==> config.mk <==
export PLATFORM = sky130hd
export DESIGN_NAME = ietu_top
export DESIGN_NICKNAME = d
export VERILOG_FILES = /design/src/ietu_pkg.sv /design/src/ietu_edge_filter.sv /design/src/ietu_top.sv
export VERILOG_INCLUDE_DIRS = /design/src /design/src/src
export SDC_FILE = /design/constraint.sdc
export NUM_CORES = 1
export LEC_CHECK = 0
export BUFFER_PORTS_ARGS = -buffer_cell sky130_fd_sc_hd__buf_2
export CAP_MARGIN = 30
export CORE_ASPECT_RATIO = 1.1
export CORE_UTILIZATION = 40
export CTS_CLUSTER_DIAMETER = 100
export DETAILED_ROUTE_END_ITERATION = 10
export GPL_TIMING_DRIVEN = 0
export PLACE_DENSITY_LB_ADDON = 0.15
export SKIP_CTS_REPAIR_TIMING = 1
export SYNTH_ARGS = -nofsm -noshare
export SYNTH_HDL_FRONTEND = slang
export SYNTH_HIERARCHICAL = 1
export SYNTH_SLANG_ARGS = --single-unit
==> constraint.sdc <==
create_clock -name clk -period 2.3 [get_ports clk]
set_clock_uncertainty 0.05 [all_clocks]
set_input_delay 0.46 -clock clk [delete_from_list [all_inputs] [get_ports clk]]
set_output_delay 0.46 -clock clk [all_outputs]
set_load 0.01 [all_outputs]
==> src/ietu_params.svh <==
// constants of the interrupt and event timer unit: vectors, status word layout, timing counts
// assumes a 50 MHz clk; one machine cycle is 30 clocks as in the core it serves
`ifndef IETU_PARAMS_SVH
`define IETU_PARAMS_SVH
`define IETU_VEC_EXT        13'h0003
`define IETU_VEC_SER        13'h0005
`define IETU_VEC_TMR        13'h0007
`define IETU_PSW_PS_BIT     3
`define IETU_PSW_RBS_BIT    4
`define IETU_PSW_ONE_BIT    5
`define IETU_PSW_AC_BIT     6
`define IETU_PSW_CY_BIT     7
`define IETU_PSW_RESET      8'h20
`define IETU_MCYCLE_CLKS    30
`define IETU_PRESCALE_DIV   32
`define IETU_EXT_HIGH_MIN   4
`define IETU_EXT_LOW_MIN    7
`define IETU_CNT_LEVEL_MIN  4
`define IETU_CNT_LOAD       8'hFF
`endif

==> src/ietu_pkg.sv <==
// types of the interrupt and event timer unit
// used by ietu_top and ietu_edge_filter
package ietu_pkg;
  typedef enum logic [1:0] {
    IETU_CNT_OFF   = 2'b00,
    IETU_CNT_TIMER = 2'b01,
    IETU_CNT_EVENT = 2'b10
  } ietu_cnt_mode_type;

  typedef enum logic [3:0] {
    IETU_OP_NONE      = 4'h0,
    IETU_OP_TSTART    = 4'h1,
    IETU_OP_CSTART    = 4'h2,
    IETU_OP_HALT      = 4'h3,
    IETU_OP_EXT_EN    = 4'h4,
    IETU_OP_EXT_DIS   = 4'h5,
    IETU_OP_TMR_EN    = 4'h6,
    IETU_OP_TMR_DIS   = 4'h7,
    IETU_OP_SER_EN    = 4'h8,
    IETU_OP_SER_DIS   = 4'h9,
    IETU_OP_INTERRUPT_EXIT_OP      = 4'hA,
    IETU_OP_RET       = 4'hB,
    IETU_OP_CALL      = 4'hC,
    IETU_OP_JMP       = 4'hD,
    IETU_OP_BANKSEL   = 4'hE
  } ietu_op_type;

  typedef struct packed {
    logic [3:0] highCnt;
    logic [3:0] lowCnt;
    logic       armed;
    logic       prev;
  } ietu_filt_type;
endpackage : ietu_pkg

==> src/ietu_edge_filter.sv <==
// qualified edge filter: reports an edge once the new level lasts long enough
// after the old level lasted long enough; input is synchronous to clk
`include "ietu_params.svh"
module ietu_edge_filter
  import ietu_pkg::*;
#(
  parameter int OLD_MIN  = 4,
  parameter int NEW_MIN  = 4,
  parameter bit RISING   = 1'b1
) (
  input  wire logic clk,
  input  wire logic resetn,
  input  wire logic clkEn,
  input  wire logic pinIn,
  output logic      edgeSeen
);
  ietu_filt_type state_q, state_d;
  logic          oldLvl;

  always_comb begin
    oldLvl  = ~RISING;
    state_d = state_q;
    edgeSeen = 1'b0;
    state_d.prev = pinIn;
    if (pinIn == oldLvl) begin
      state_d.lowCnt = 4'h0;
      state_d.armed  = 1'b0;
      if (state_q.highCnt != 4'hF) begin
        state_d.highCnt = state_q.highCnt + 4'h1;
      end
    end else begin
      // new level: armed only if old level lasted more than OLD_MIN
      if (state_q.prev == oldLvl) begin
        state_d.armed = (state_q.highCnt > 4'(OLD_MIN));
        state_d.lowCnt = 4'h1;
      end else if (state_q.lowCnt != 4'hF) begin
        state_d.lowCnt = state_q.lowCnt + 4'h1;
      end
      if (state_q.armed && state_q.lowCnt == 4'(NEW_MIN)) begin
        edgeSeen      = 1'b1;
        state_d.armed = 1'b0;
      end
      state_d.highCnt = 4'h0;
    end
  end

  always_ff @(posedge clk) begin
    if (!resetn) begin
      state_q <= '{highCnt: 4'h0, lowCnt: 4'h0, armed: 1'b0, prev: 1'b1};
    end else if (clkEn) begin
      state_q <= state_d;
    end
  end
endmodule : ietu_edge_filter

==> src/ietu_top.sv <==
// interrupt control, status word, program counter banking and timer/event counter
// assumes the core issues one op per clock and marks instruction boundaries
// Notes on behaviour
// [RQ1] pc is 13 bits, low 11 increment, top 2 set by preselect then jump/call
// [RQ2] status word: stack level 0-2, prescale 3, bank 4, one 5, half carry 6, carry 7
// [RQ3] stack level by call/return/interrupt, bit3 by move, bit4 by bank op, bit6 by add
// [RQ4] single level interrupts; requests arriving meanwhile stay latched
// [RQ5] priority: external, then serial/derivative, then timer
// [RQ6] a request is recognised only while its enable is set
// [RQ7] interrupt pushes pc and status bits 4,6,7 then loads vector
// [RQ8] vectors: external 3, serial/derivative 5, timer 7
// [RQ9] interrupt exit clears active flag; one main instruction runs before next
// [RQ10] while active, pc top two bits are forced to zero
// [RQ11] external falling edge latched after low over 7 clocks following high over 4
// [RQ12] latched edge sets external flag when enabled; cleared by vector or disable
// [RQ13] test branches use sampled pins; test a only while external irq disabled
// [RQ14] shared active-low request line is driven by serial/derivative logic
// [RQ15] overflow sets timer request when enabled; cleared by vector or disable
// [RQ16] event start loads all ones so next edge overflows
// [RQ17] 8-bit up counter, preset and read by instructions
// [RQ18] timer mode counts each machine cycle or every 32
// [RQ19] timer start clears prescaler, the only access to it
// [RQ20] event edge qualified by levels over 4 clocks; at most one count per machine cycle
// [RQ21] counting inhibited after reset and by halt op
// [RQ22] each overflow sets overflow flag unless its test branch runs in that cycle; cleared only by that test branch or reset
// [RQ23] stack level points to next free level, wraps 7 to 0
// [RQ24] interrupts taken only at instruction boundaries
`include "ietu_params.svh"
module ietu_top
  import ietu_pkg::*;
#(
  parameter int MCYCLE_CLKS = `IETU_MCYCLE_CLKS,
  parameter int PRESCALE    = `IETU_PRESCALE_DIV
) (
  input  wire logic        clk,
  input  wire logic        resetn,
  input  wire logic        clkEn,
  input  wire logic        irqTestAInput,
  input  wire logic        countTestBInput,
  input  wire logic        serialIrqN,
  input  wire ietu_op_type opCode,
  input  wire logic        instrBoundary,
  input  wire logic        pcIncrement,
  input  wire logic [10:0] jumpTarget,
  input  wire logic        bankPreselect,
  input  wire logic [1:0]  bankValue,
  input  wire logic        pswWrite,
  input  wire logic [7:0]  accIn,
  input  wire logic        counterWrite,
  input  wire logic        bankSelValue,
  input  wire logic        addUpdate,
  input  wire logic        halfCarryIn,
  input  wire logic        carryIn,
  input  wire logic        carryUpdate,
  input  wire logic [2:0]  testSelect,
  input  wire logic        testInvert,
  input  wire logic [12:0] stackPcIn,
  input  wire logic [2:0]  stackPswIn,
  output logic [12:0]      programCounter,
  output logic [7:0]       processorStatusWord,
  output logic [7:0]       counterValue,
  output logic             stackPush,
  output logic [15:0]      stackPushData,
  output logic [2:0]       stackLevel,
  output logic             vectorCall,
  output logic             branchTaken,
  output logic             interruptActiveFlag,
  output logic             timerOverflowFlag
);
  typedef struct packed {
    logic [12:0]       pc;
    logic [1:0]        bankLatch;
    logic [2:0]        sp;
    logic              ps;
    logic              work_bank_choice;
    logic              ac;
    logic              cy;
    logic              interrupt_active_flag;
    logic              mainDone;
    logic              extEn;
    logic              serEn;
    logic              tmrEn;
    logic              extLatch;
    logic              extFlag;
    logic              tmrFlag;
    logic              ovfFlag;
    ietu_cnt_mode_type mode;
    logic [7:0]        count;
    logic [4:0]        mcDiv;
    logic [4:0]        pre;
    logic              evPend;
    logic              push;
    logic [15:0]       pushData;
    logic              vcall;
    logic              brTaken;
  } ietu_state_type;

  ietu_state_type s_q, s_d;
  logic extEdge, cntEdge, mcTick, incr, ovf;
  logic extReq, serReq, tmrReq;
  logic [12:0] vec;

  function automatic logic testPin(input logic [2:0] sel, input logic pa, input logic pb,
                                   input logic tf, input logic extOn);
    case (sel)
      3'h1:    testPin = pa & ~extOn;
      3'h2:    testPin = pb;
      3'h3:    testPin = tf;
      default: testPin = 1'b0;
    endcase
  endfunction : testPin

  ietu_edge_filter #(.OLD_MIN(`IETU_EXT_HIGH_MIN), .NEW_MIN(`IETU_EXT_LOW_MIN),
                     .RISING(1'b0)) uExtFilt (
    .clk      (clk),
    .resetn   (resetn),
    .clkEn    (clkEn),
    .pinIn    (irqTestAInput),
    .edgeSeen (extEdge)  // see [RQ11]
  );

  ietu_edge_filter #(.OLD_MIN(`IETU_CNT_LEVEL_MIN), .NEW_MIN(`IETU_CNT_LEVEL_MIN),
                     .RISING(1'b1)) uCntFilt (
    .clk      (clk),
    .resetn   (resetn),
    .clkEn    (clkEn),
    .pinIn    (countTestBInput),
    .edgeSeen (cntEdge)  // see [RQ20]
  );

  always_comb begin
    s_d = s_q;
    s_d.push = 1'b0;
    s_d.vcall = 1'b0;
    s_d.brTaken = 1'b0;
    vec = 13'h0000;
    mcTick = (s_q.mcDiv == 5'(MCYCLE_CLKS - 1));
    s_d.mcDiv = mcTick ? 5'h00 : s_q.mcDiv + 5'h01;
    // counter advance
    incr = 1'b0;
    if (cntEdge && s_q.mode == IETU_CNT_EVENT) begin
      s_d.evPend = 1'b1;
    end
    if (mcTick) begin
      if (s_q.mode == IETU_CNT_TIMER) begin  // see [RQ18]
        if (s_q.ps) begin
          incr = 1'b1;
        end else begin
          s_d.pre = (s_q.pre == 5'(PRESCALE - 1)) ? 5'h00 : s_q.pre + 5'h01;
          incr = (s_q.pre == 5'(PRESCALE - 1));
        end
      end else if (s_q.mode == IETU_CNT_EVENT && (s_q.evPend || cntEdge)) begin
        incr = 1'b1;  // see [RQ20]
        s_d.evPend = 1'b0;
      end
    end
    ovf = incr && (s_q.count == 8'hFF);
    if (incr) begin
      s_d.count = s_q.count + 8'h01;  // see [RQ17]
    end
    if (ovf) begin
      s_d.ovfFlag = 1'b1;  // see [RQ22]
      if (s_q.tmrEn) begin
        s_d.tmrFlag = 1'b1;  // see [RQ15]
      end
    end
    if (extEdge) begin
      s_d.extLatch = 1'b1;
    end
    if ((extEdge || s_q.extLatch) && s_q.extEn) begin
      s_d.extFlag = 1'b1;  // see [RQ12]
    end
    // pc auto increment, low 11 bits only
    if (pcIncrement) begin
      s_d.pc[10:0] = s_q.pc[10:0] + 11'h001;  // see [RQ1]
    end
    if (instrBoundary && !s_q.interrupt_active_flag) begin
      s_d.mainDone = 1'b1;
    end
    if (pswWrite) begin
      s_d.ps = accIn[`IETU_PSW_PS_BIT];  // see [RQ3]
    end
    if (addUpdate) begin
      s_d.ac = halfCarryIn;
    end
    if (carryUpdate) begin
      s_d.cy = carryIn;
    end
    if (counterWrite) begin
      s_d.count = accIn;
    end
    if (bankPreselect) begin
      s_d.bankLatch = bankValue;
    end
    case (opCode)
      IETU_OP_TSTART: begin
        s_d.mode = IETU_CNT_TIMER;
        s_d.pre = 5'h00;  // see [RQ19]
      end
      IETU_OP_CSTART: begin
        s_d.mode = IETU_CNT_EVENT;
        s_d.count = `IETU_CNT_LOAD;  // see [RQ16]
        s_d.evPend = 1'b0;
      end
      IETU_OP_HALT: begin
        s_d.mode = IETU_CNT_OFF;  // see [RQ21]
      end
      IETU_OP_EXT_EN: begin
        s_d.extEn = 1'b1;
      end
      IETU_OP_EXT_DIS: begin
        s_d.extEn = 1'b0;
        s_d.extLatch = 1'b0;
        s_d.extFlag = 1'b0;  // see [RQ12]
      end
      IETU_OP_TMR_EN: begin
        s_d.tmrEn = 1'b1;
      end
      IETU_OP_TMR_DIS: begin
        s_d.tmrEn = 1'b0;
        s_d.tmrFlag = 1'b0;  // see [RQ15]
      end
      IETU_OP_SER_EN: begin
        s_d.serEn = 1'b1;
      end
      IETU_OP_SER_DIS: begin
        s_d.serEn = 1'b0;
      end
      IETU_OP_INTERRUPT_EXIT_OP: begin
        s_d.sp = s_q.sp - 3'h1;
        s_d.pc = stackPcIn;
        s_d.work_bank_choice = stackPswIn[0];
        s_d.ac = stackPswIn[1];
        s_d.cy = stackPswIn[2];
        s_d.interrupt_active_flag = 1'b0;  // see [RQ9]
        s_d.mainDone = 1'b0;
      end
      IETU_OP_RET: begin
        s_d.sp = s_q.sp - 3'h1;  // see [RQ3]
        s_d.pc = stackPcIn;
      end
      IETU_OP_CALL, IETU_OP_JMP: begin
        if (opCode == IETU_OP_CALL) begin
          s_d.push = 1'b1;
          s_d.pushData = {s_q.cy, s_q.ac, s_q.work_bank_choice, s_q.pc};
          s_d.sp = s_q.sp + 3'h1;  // see [RQ23]
        end
        s_d.pc = {(s_q.interrupt_active_flag ? 2'b00 : s_q.bankLatch), jumpTarget};  // see [RQ1]
      end
      IETU_OP_BANKSEL: begin
        s_d.work_bank_choice = bankSelValue;  // see [RQ3]
      end
      default: begin
      end
    endcase
    // the serial/derivative line is level driven by its source
    extReq = s_q.extFlag && s_q.extEn;  // see [RQ6]
    serReq = !serialIrqN && s_q.serEn;  // see [RQ14]
    tmrReq = s_q.tmrFlag && s_q.tmrEn;
    if (instrBoundary && opCode == IETU_OP_NONE && !s_q.interrupt_active_flag && s_q.mainDone &&
        (extReq || serReq || tmrReq)) begin  // see [RQ24] [RQ4]
      if (extReq) begin  // see [RQ5]
        vec = `IETU_VEC_EXT;  // see [RQ8]
        s_d.extFlag = extEdge;  // an edge in the vector cycle stays pending
        s_d.extLatch = extEdge;
      end else if (serReq) begin
        vec = `IETU_VEC_SER;
      end else begin
        vec = `IETU_VEC_TMR;
        s_d.tmrFlag = ovf;  // an overflow in the vector cycle stays pending
      end
      s_d.push = 1'b1;
      s_d.pushData = {s_q.cy, s_q.ac, s_q.work_bank_choice, s_q.pc};  // see [RQ7]
      s_d.sp = s_q.sp + 3'h1;  // see [RQ23]
      s_d.pc = vec;  // see [RQ10]
      s_d.interrupt_active_flag = 1'b1;
      s_d.vcall = 1'b1;
    end
    if (testSelect != 3'h0) begin  // see [RQ13]
      s_d.brTaken = testPin(testSelect, irqTestAInput, countTestBInput, s_q.ovfFlag,
                            s_q.extEn) ^ testInvert;
      if (testSelect == 3'h1 && s_q.extEn) begin
        s_d.brTaken = 1'b0;
      end
      if (testSelect == 3'h3) begin
        s_d.ovfFlag = 1'b0;  // see [RQ22]
      end
    end
  end

  always_ff @(posedge clk) begin
    if (!resetn) begin
      s_q <= '0;
      s_q.mainDone <= 1'b1;
    end else if (clkEn) begin
      s_q <= s_d;
    end
  end

  assign programCounter      = s_q.pc;
  assign processorStatusWord = {s_q.cy, s_q.ac, 1'b1, s_q.work_bank_choice, s_q.ps, s_q.sp};  // see [RQ2]
  assign counterValue        = s_q.count;
  assign stackPush           = s_q.push;
  assign stackPushData       = s_q.pushData;
  assign stackLevel          = s_q.sp;
  assign vectorCall          = s_q.vcall;
  assign branchTaken         = s_q.brTaken;
  assign interruptActiveFlag = s_q.interrupt_active_flag;
  assign timerOverflowFlag   = s_q.ovfFlag;
endmodule : ietu_top

==> flow_summary.ini <==
[drt]
vias_per_cell = 5.63
drt_iter0_drc = 387
vias = 5643
drc_errors = 0
ant_nets = 0
first_pass_iters = 7
post_drt_wl_per_cell_um = 16.6
wl_mm = 16.7

[clock_network]
cts_buffer_depth = 2
cts_tree = built
clockRootBuffer = clkbuf_16
worstSkewPairLatency_ns = 0.35
cts_buffers = 9
h-tree-depth = 3
clk_pin_slew_ns = 0.07
numClockSinks = 91

[synthesis]
yosysSeqAreaShare_pct = 32.8
async_reset_ff_share_pct = 0
synth_flop_cell = dfxtp_1
synthCells = 693
synth_edf_count = 0
synth_fp_nets = 769
synth_area_mm2 = 0.00555
synth.avg_cell_area_um2 = 8.01
ys_ff_latch = 91
synth_warnings = 6
ys_types = 71

[timing]
setup_ws_ns = -0.0200
hold_viol = 0
tightest_slew_ns = 0.690
fmax_ghz = 0.431
relSlewSlack_pct = 54.0
slew_viol_final = 0
period_needed_ns = 2.32
setup_viol = 2
finalSetupTns_ns = -0.0225
grt_setup_unrepaired = yes
min_period_over_period_pct = 101

[floorplan]
start_util_pct = 41.5
die_w_um = 114
fp-row-count = 44
dieArea_mm2 = 0.0143
core_mm2 = 0.0134
dieHeight_um = 126
io_pins = 114

[grt]
grt_max_degree = 16
grt_pass1_vias = 5387
grtUsageTotal_pct = 23.6
use_met2_pct = 38.9
grtUsageMet1_pct = 30.1
grt_antenna_before_repair = 0
overflow = 0
grtUsageMet3_pct = 3.93
grt_pass1_wl_mm = 26.8
grt_busiest_layer = met2

[final_layout]
final_layout_size_suffix_gt1_share_pct = 27.6
final_cell_mix = buf_2, dfxtp_1, nand2_1, a21oi_1, buf_4
area_growth_pct = 19.7
final_common_cell = buf_2
n_antenna_cell = 0
nNetsFinal = 890
fin_util_pct = 49.6
design_area_mm2 = 0.00664

[pwr]
finalPower_w = 0.00373
peakVddDrop_mv = 0.278
p_leak_nw = 2.79
p_per_area_mw_per_mm2 = 562

[run_status]
status = complete, but fails checks
violations = negative setup slack

[placed_design]
gp_congestion = 0.867
hpwl_mm = 12.4
placedInstanceArea_mm2 = 0.00633
dp_slack_ns = -0.350
io_buffer_count = 111

[worst_setup_path]
crit_type = input pin to register
worstPathMaxFanout = 15
end_kind = register
worstPathRequired_ns = 2.53
arrival_ns = 2.55
ff2ff_setup_slack_ns = 0.02
worst_setup_path_start_kind = input pin

[flow_run]
cap_viol_max_count = 0

[min_path]
hold_class = input pin to register
==> worst paths after layout <==
path	startpoint	endpoint	depth (start not counted)
max	clkEn	stackPushData[0]	6
min	bankValue[0]	s_q[56]	3
max reg2reg	uCntFilt/state_q[2]	counterValue[0]	9
min reg2reg	s_q[24]	s_q[24]	2
==> registers in the layout, indices dropped and copies added, names as in the netlist, 3 cells and up <==
register             count
stackLevel               3
uCntFilt/state_q        10
programCounter          13
stackPushData           16
counterValue             8
processorStatusWord      4
uExtFilt/state_q        10
s_q                     22
==> cell type report <==
| class | count | area (um^2) |
|---|---|---|
| fill | 1334 | 6740 |
| clock inverter | 5 | 37.5 |
| tap | 184 | 230 |
| clock buffer | 11 | 253 |
| multi-input combinational | 490 | 3110 |
| buffer | 86 | 536 |
| inverter | 25 | 93.8 |
| timing repair buffer | 111 | 556 |
| sequential | 91 | 1820 |
==> where the power goes <==
| group | total [W] | switching (W) | internal (W) |
|---|---|---|---|
| combinational | 0.000583 | 0.000331 | 0.000252 |
| sequential | 0.00169 | 0.0000656 | 0.00163 |
| clock | 0.00146 | 0.000662 | 0.000794 |
==> per-stage QoR <==
stage,std cells,hold WS [ns]
4_1_cts,1004,0.306
5_1_grt,1003,0.328
3_3_place_gp,988,0.395
3_5_place_dp,988,0.401
6_report,1003,0.315
2_1_floorplan,693,0.386
==> per-layer routing <==
| layer | share of wire [%] | up-vias | routed length (um) |
|---|---|---|---|
| met5 | 0 | - | 0 |
| met3 | 5.7 | 44 | 955 |
| met1 | 43 | 2683 | 7190 |
| met4 | 3.2 | 0 | 535 |
| li1 | - | 2707 | - |
| met2 | 48 | 209 | 8000 |
==> cells in the mapped netlist, types with 4 or more instances <==
master / count / area [um^2]
a211oi_1: 9 / 67.6
a21boi_0: 5 / 37.5
a21boi_1: 4 / 30.0
a21oi_1: 53 / 265
a21oi_2: 4 / 35.0
a221oi_1: 4 / 35.0
a22oi_1: 4 / 30.0
a311oi_1: 4 / 35.0
a31oi_1: 8 / 50.1
and3_1: 9 / 56.3
and4_1: 4 / 35.0
buf_2: 11 / 55.1
buf_4: 51 / 383
clkbuf_1: 24 / 90.1
dfxtp_1: 91 / 1820
ha_1: 15 / 188
inv_1: 23 / 86.3
mux2_2: 6 / 67.6
mux2i_1: 13 / 130
nand2_1: 55 / 206
nand2b_1: 17 / 106
nand3_1: 45 / 225
nand3b_1: 7 / 52.6
nand4_1: 12 / 75.1
nor2_1: 40 / 150
nor2b_1: 8 / 50.1
nor3_1: 9 / 45.0
o211ai_1: 8 / 60.1
o21ai_0: 45 / 225
o21ai_1: 9 / 45.0
o221a_2: 7 / 78.8
o22ai_1: 11 / 68.8
or3_1: 4 / 25.0
xnor2_1: 8 / 70.1
xor2_1: 6 / 52.6
==> worst max-delay path, stage by stage <==
cell and delay (ns):
buf_2 0.29, clkbuf_1 0.38, clkbuf_1 0.50, clkbuf_1 0.54, nand3_1 0.20, a21oi_1 0.16
==> kinds of logic after synthesis <==
kind of cell,Yosys count,share of synthesized area (%)
AND/OR/NAND/NOR,237,22.8
AO/OA/AOI/OAI,204,23.7
buffers and inverters,112,11.4
flip-flops,91,32.8
multiplexers,19,3.56
adder cells (fa/ha/maj),15,3.38
XOR/XNOR,14,2.21
other,1,0.0676
(Power assumes the default switching activity.)
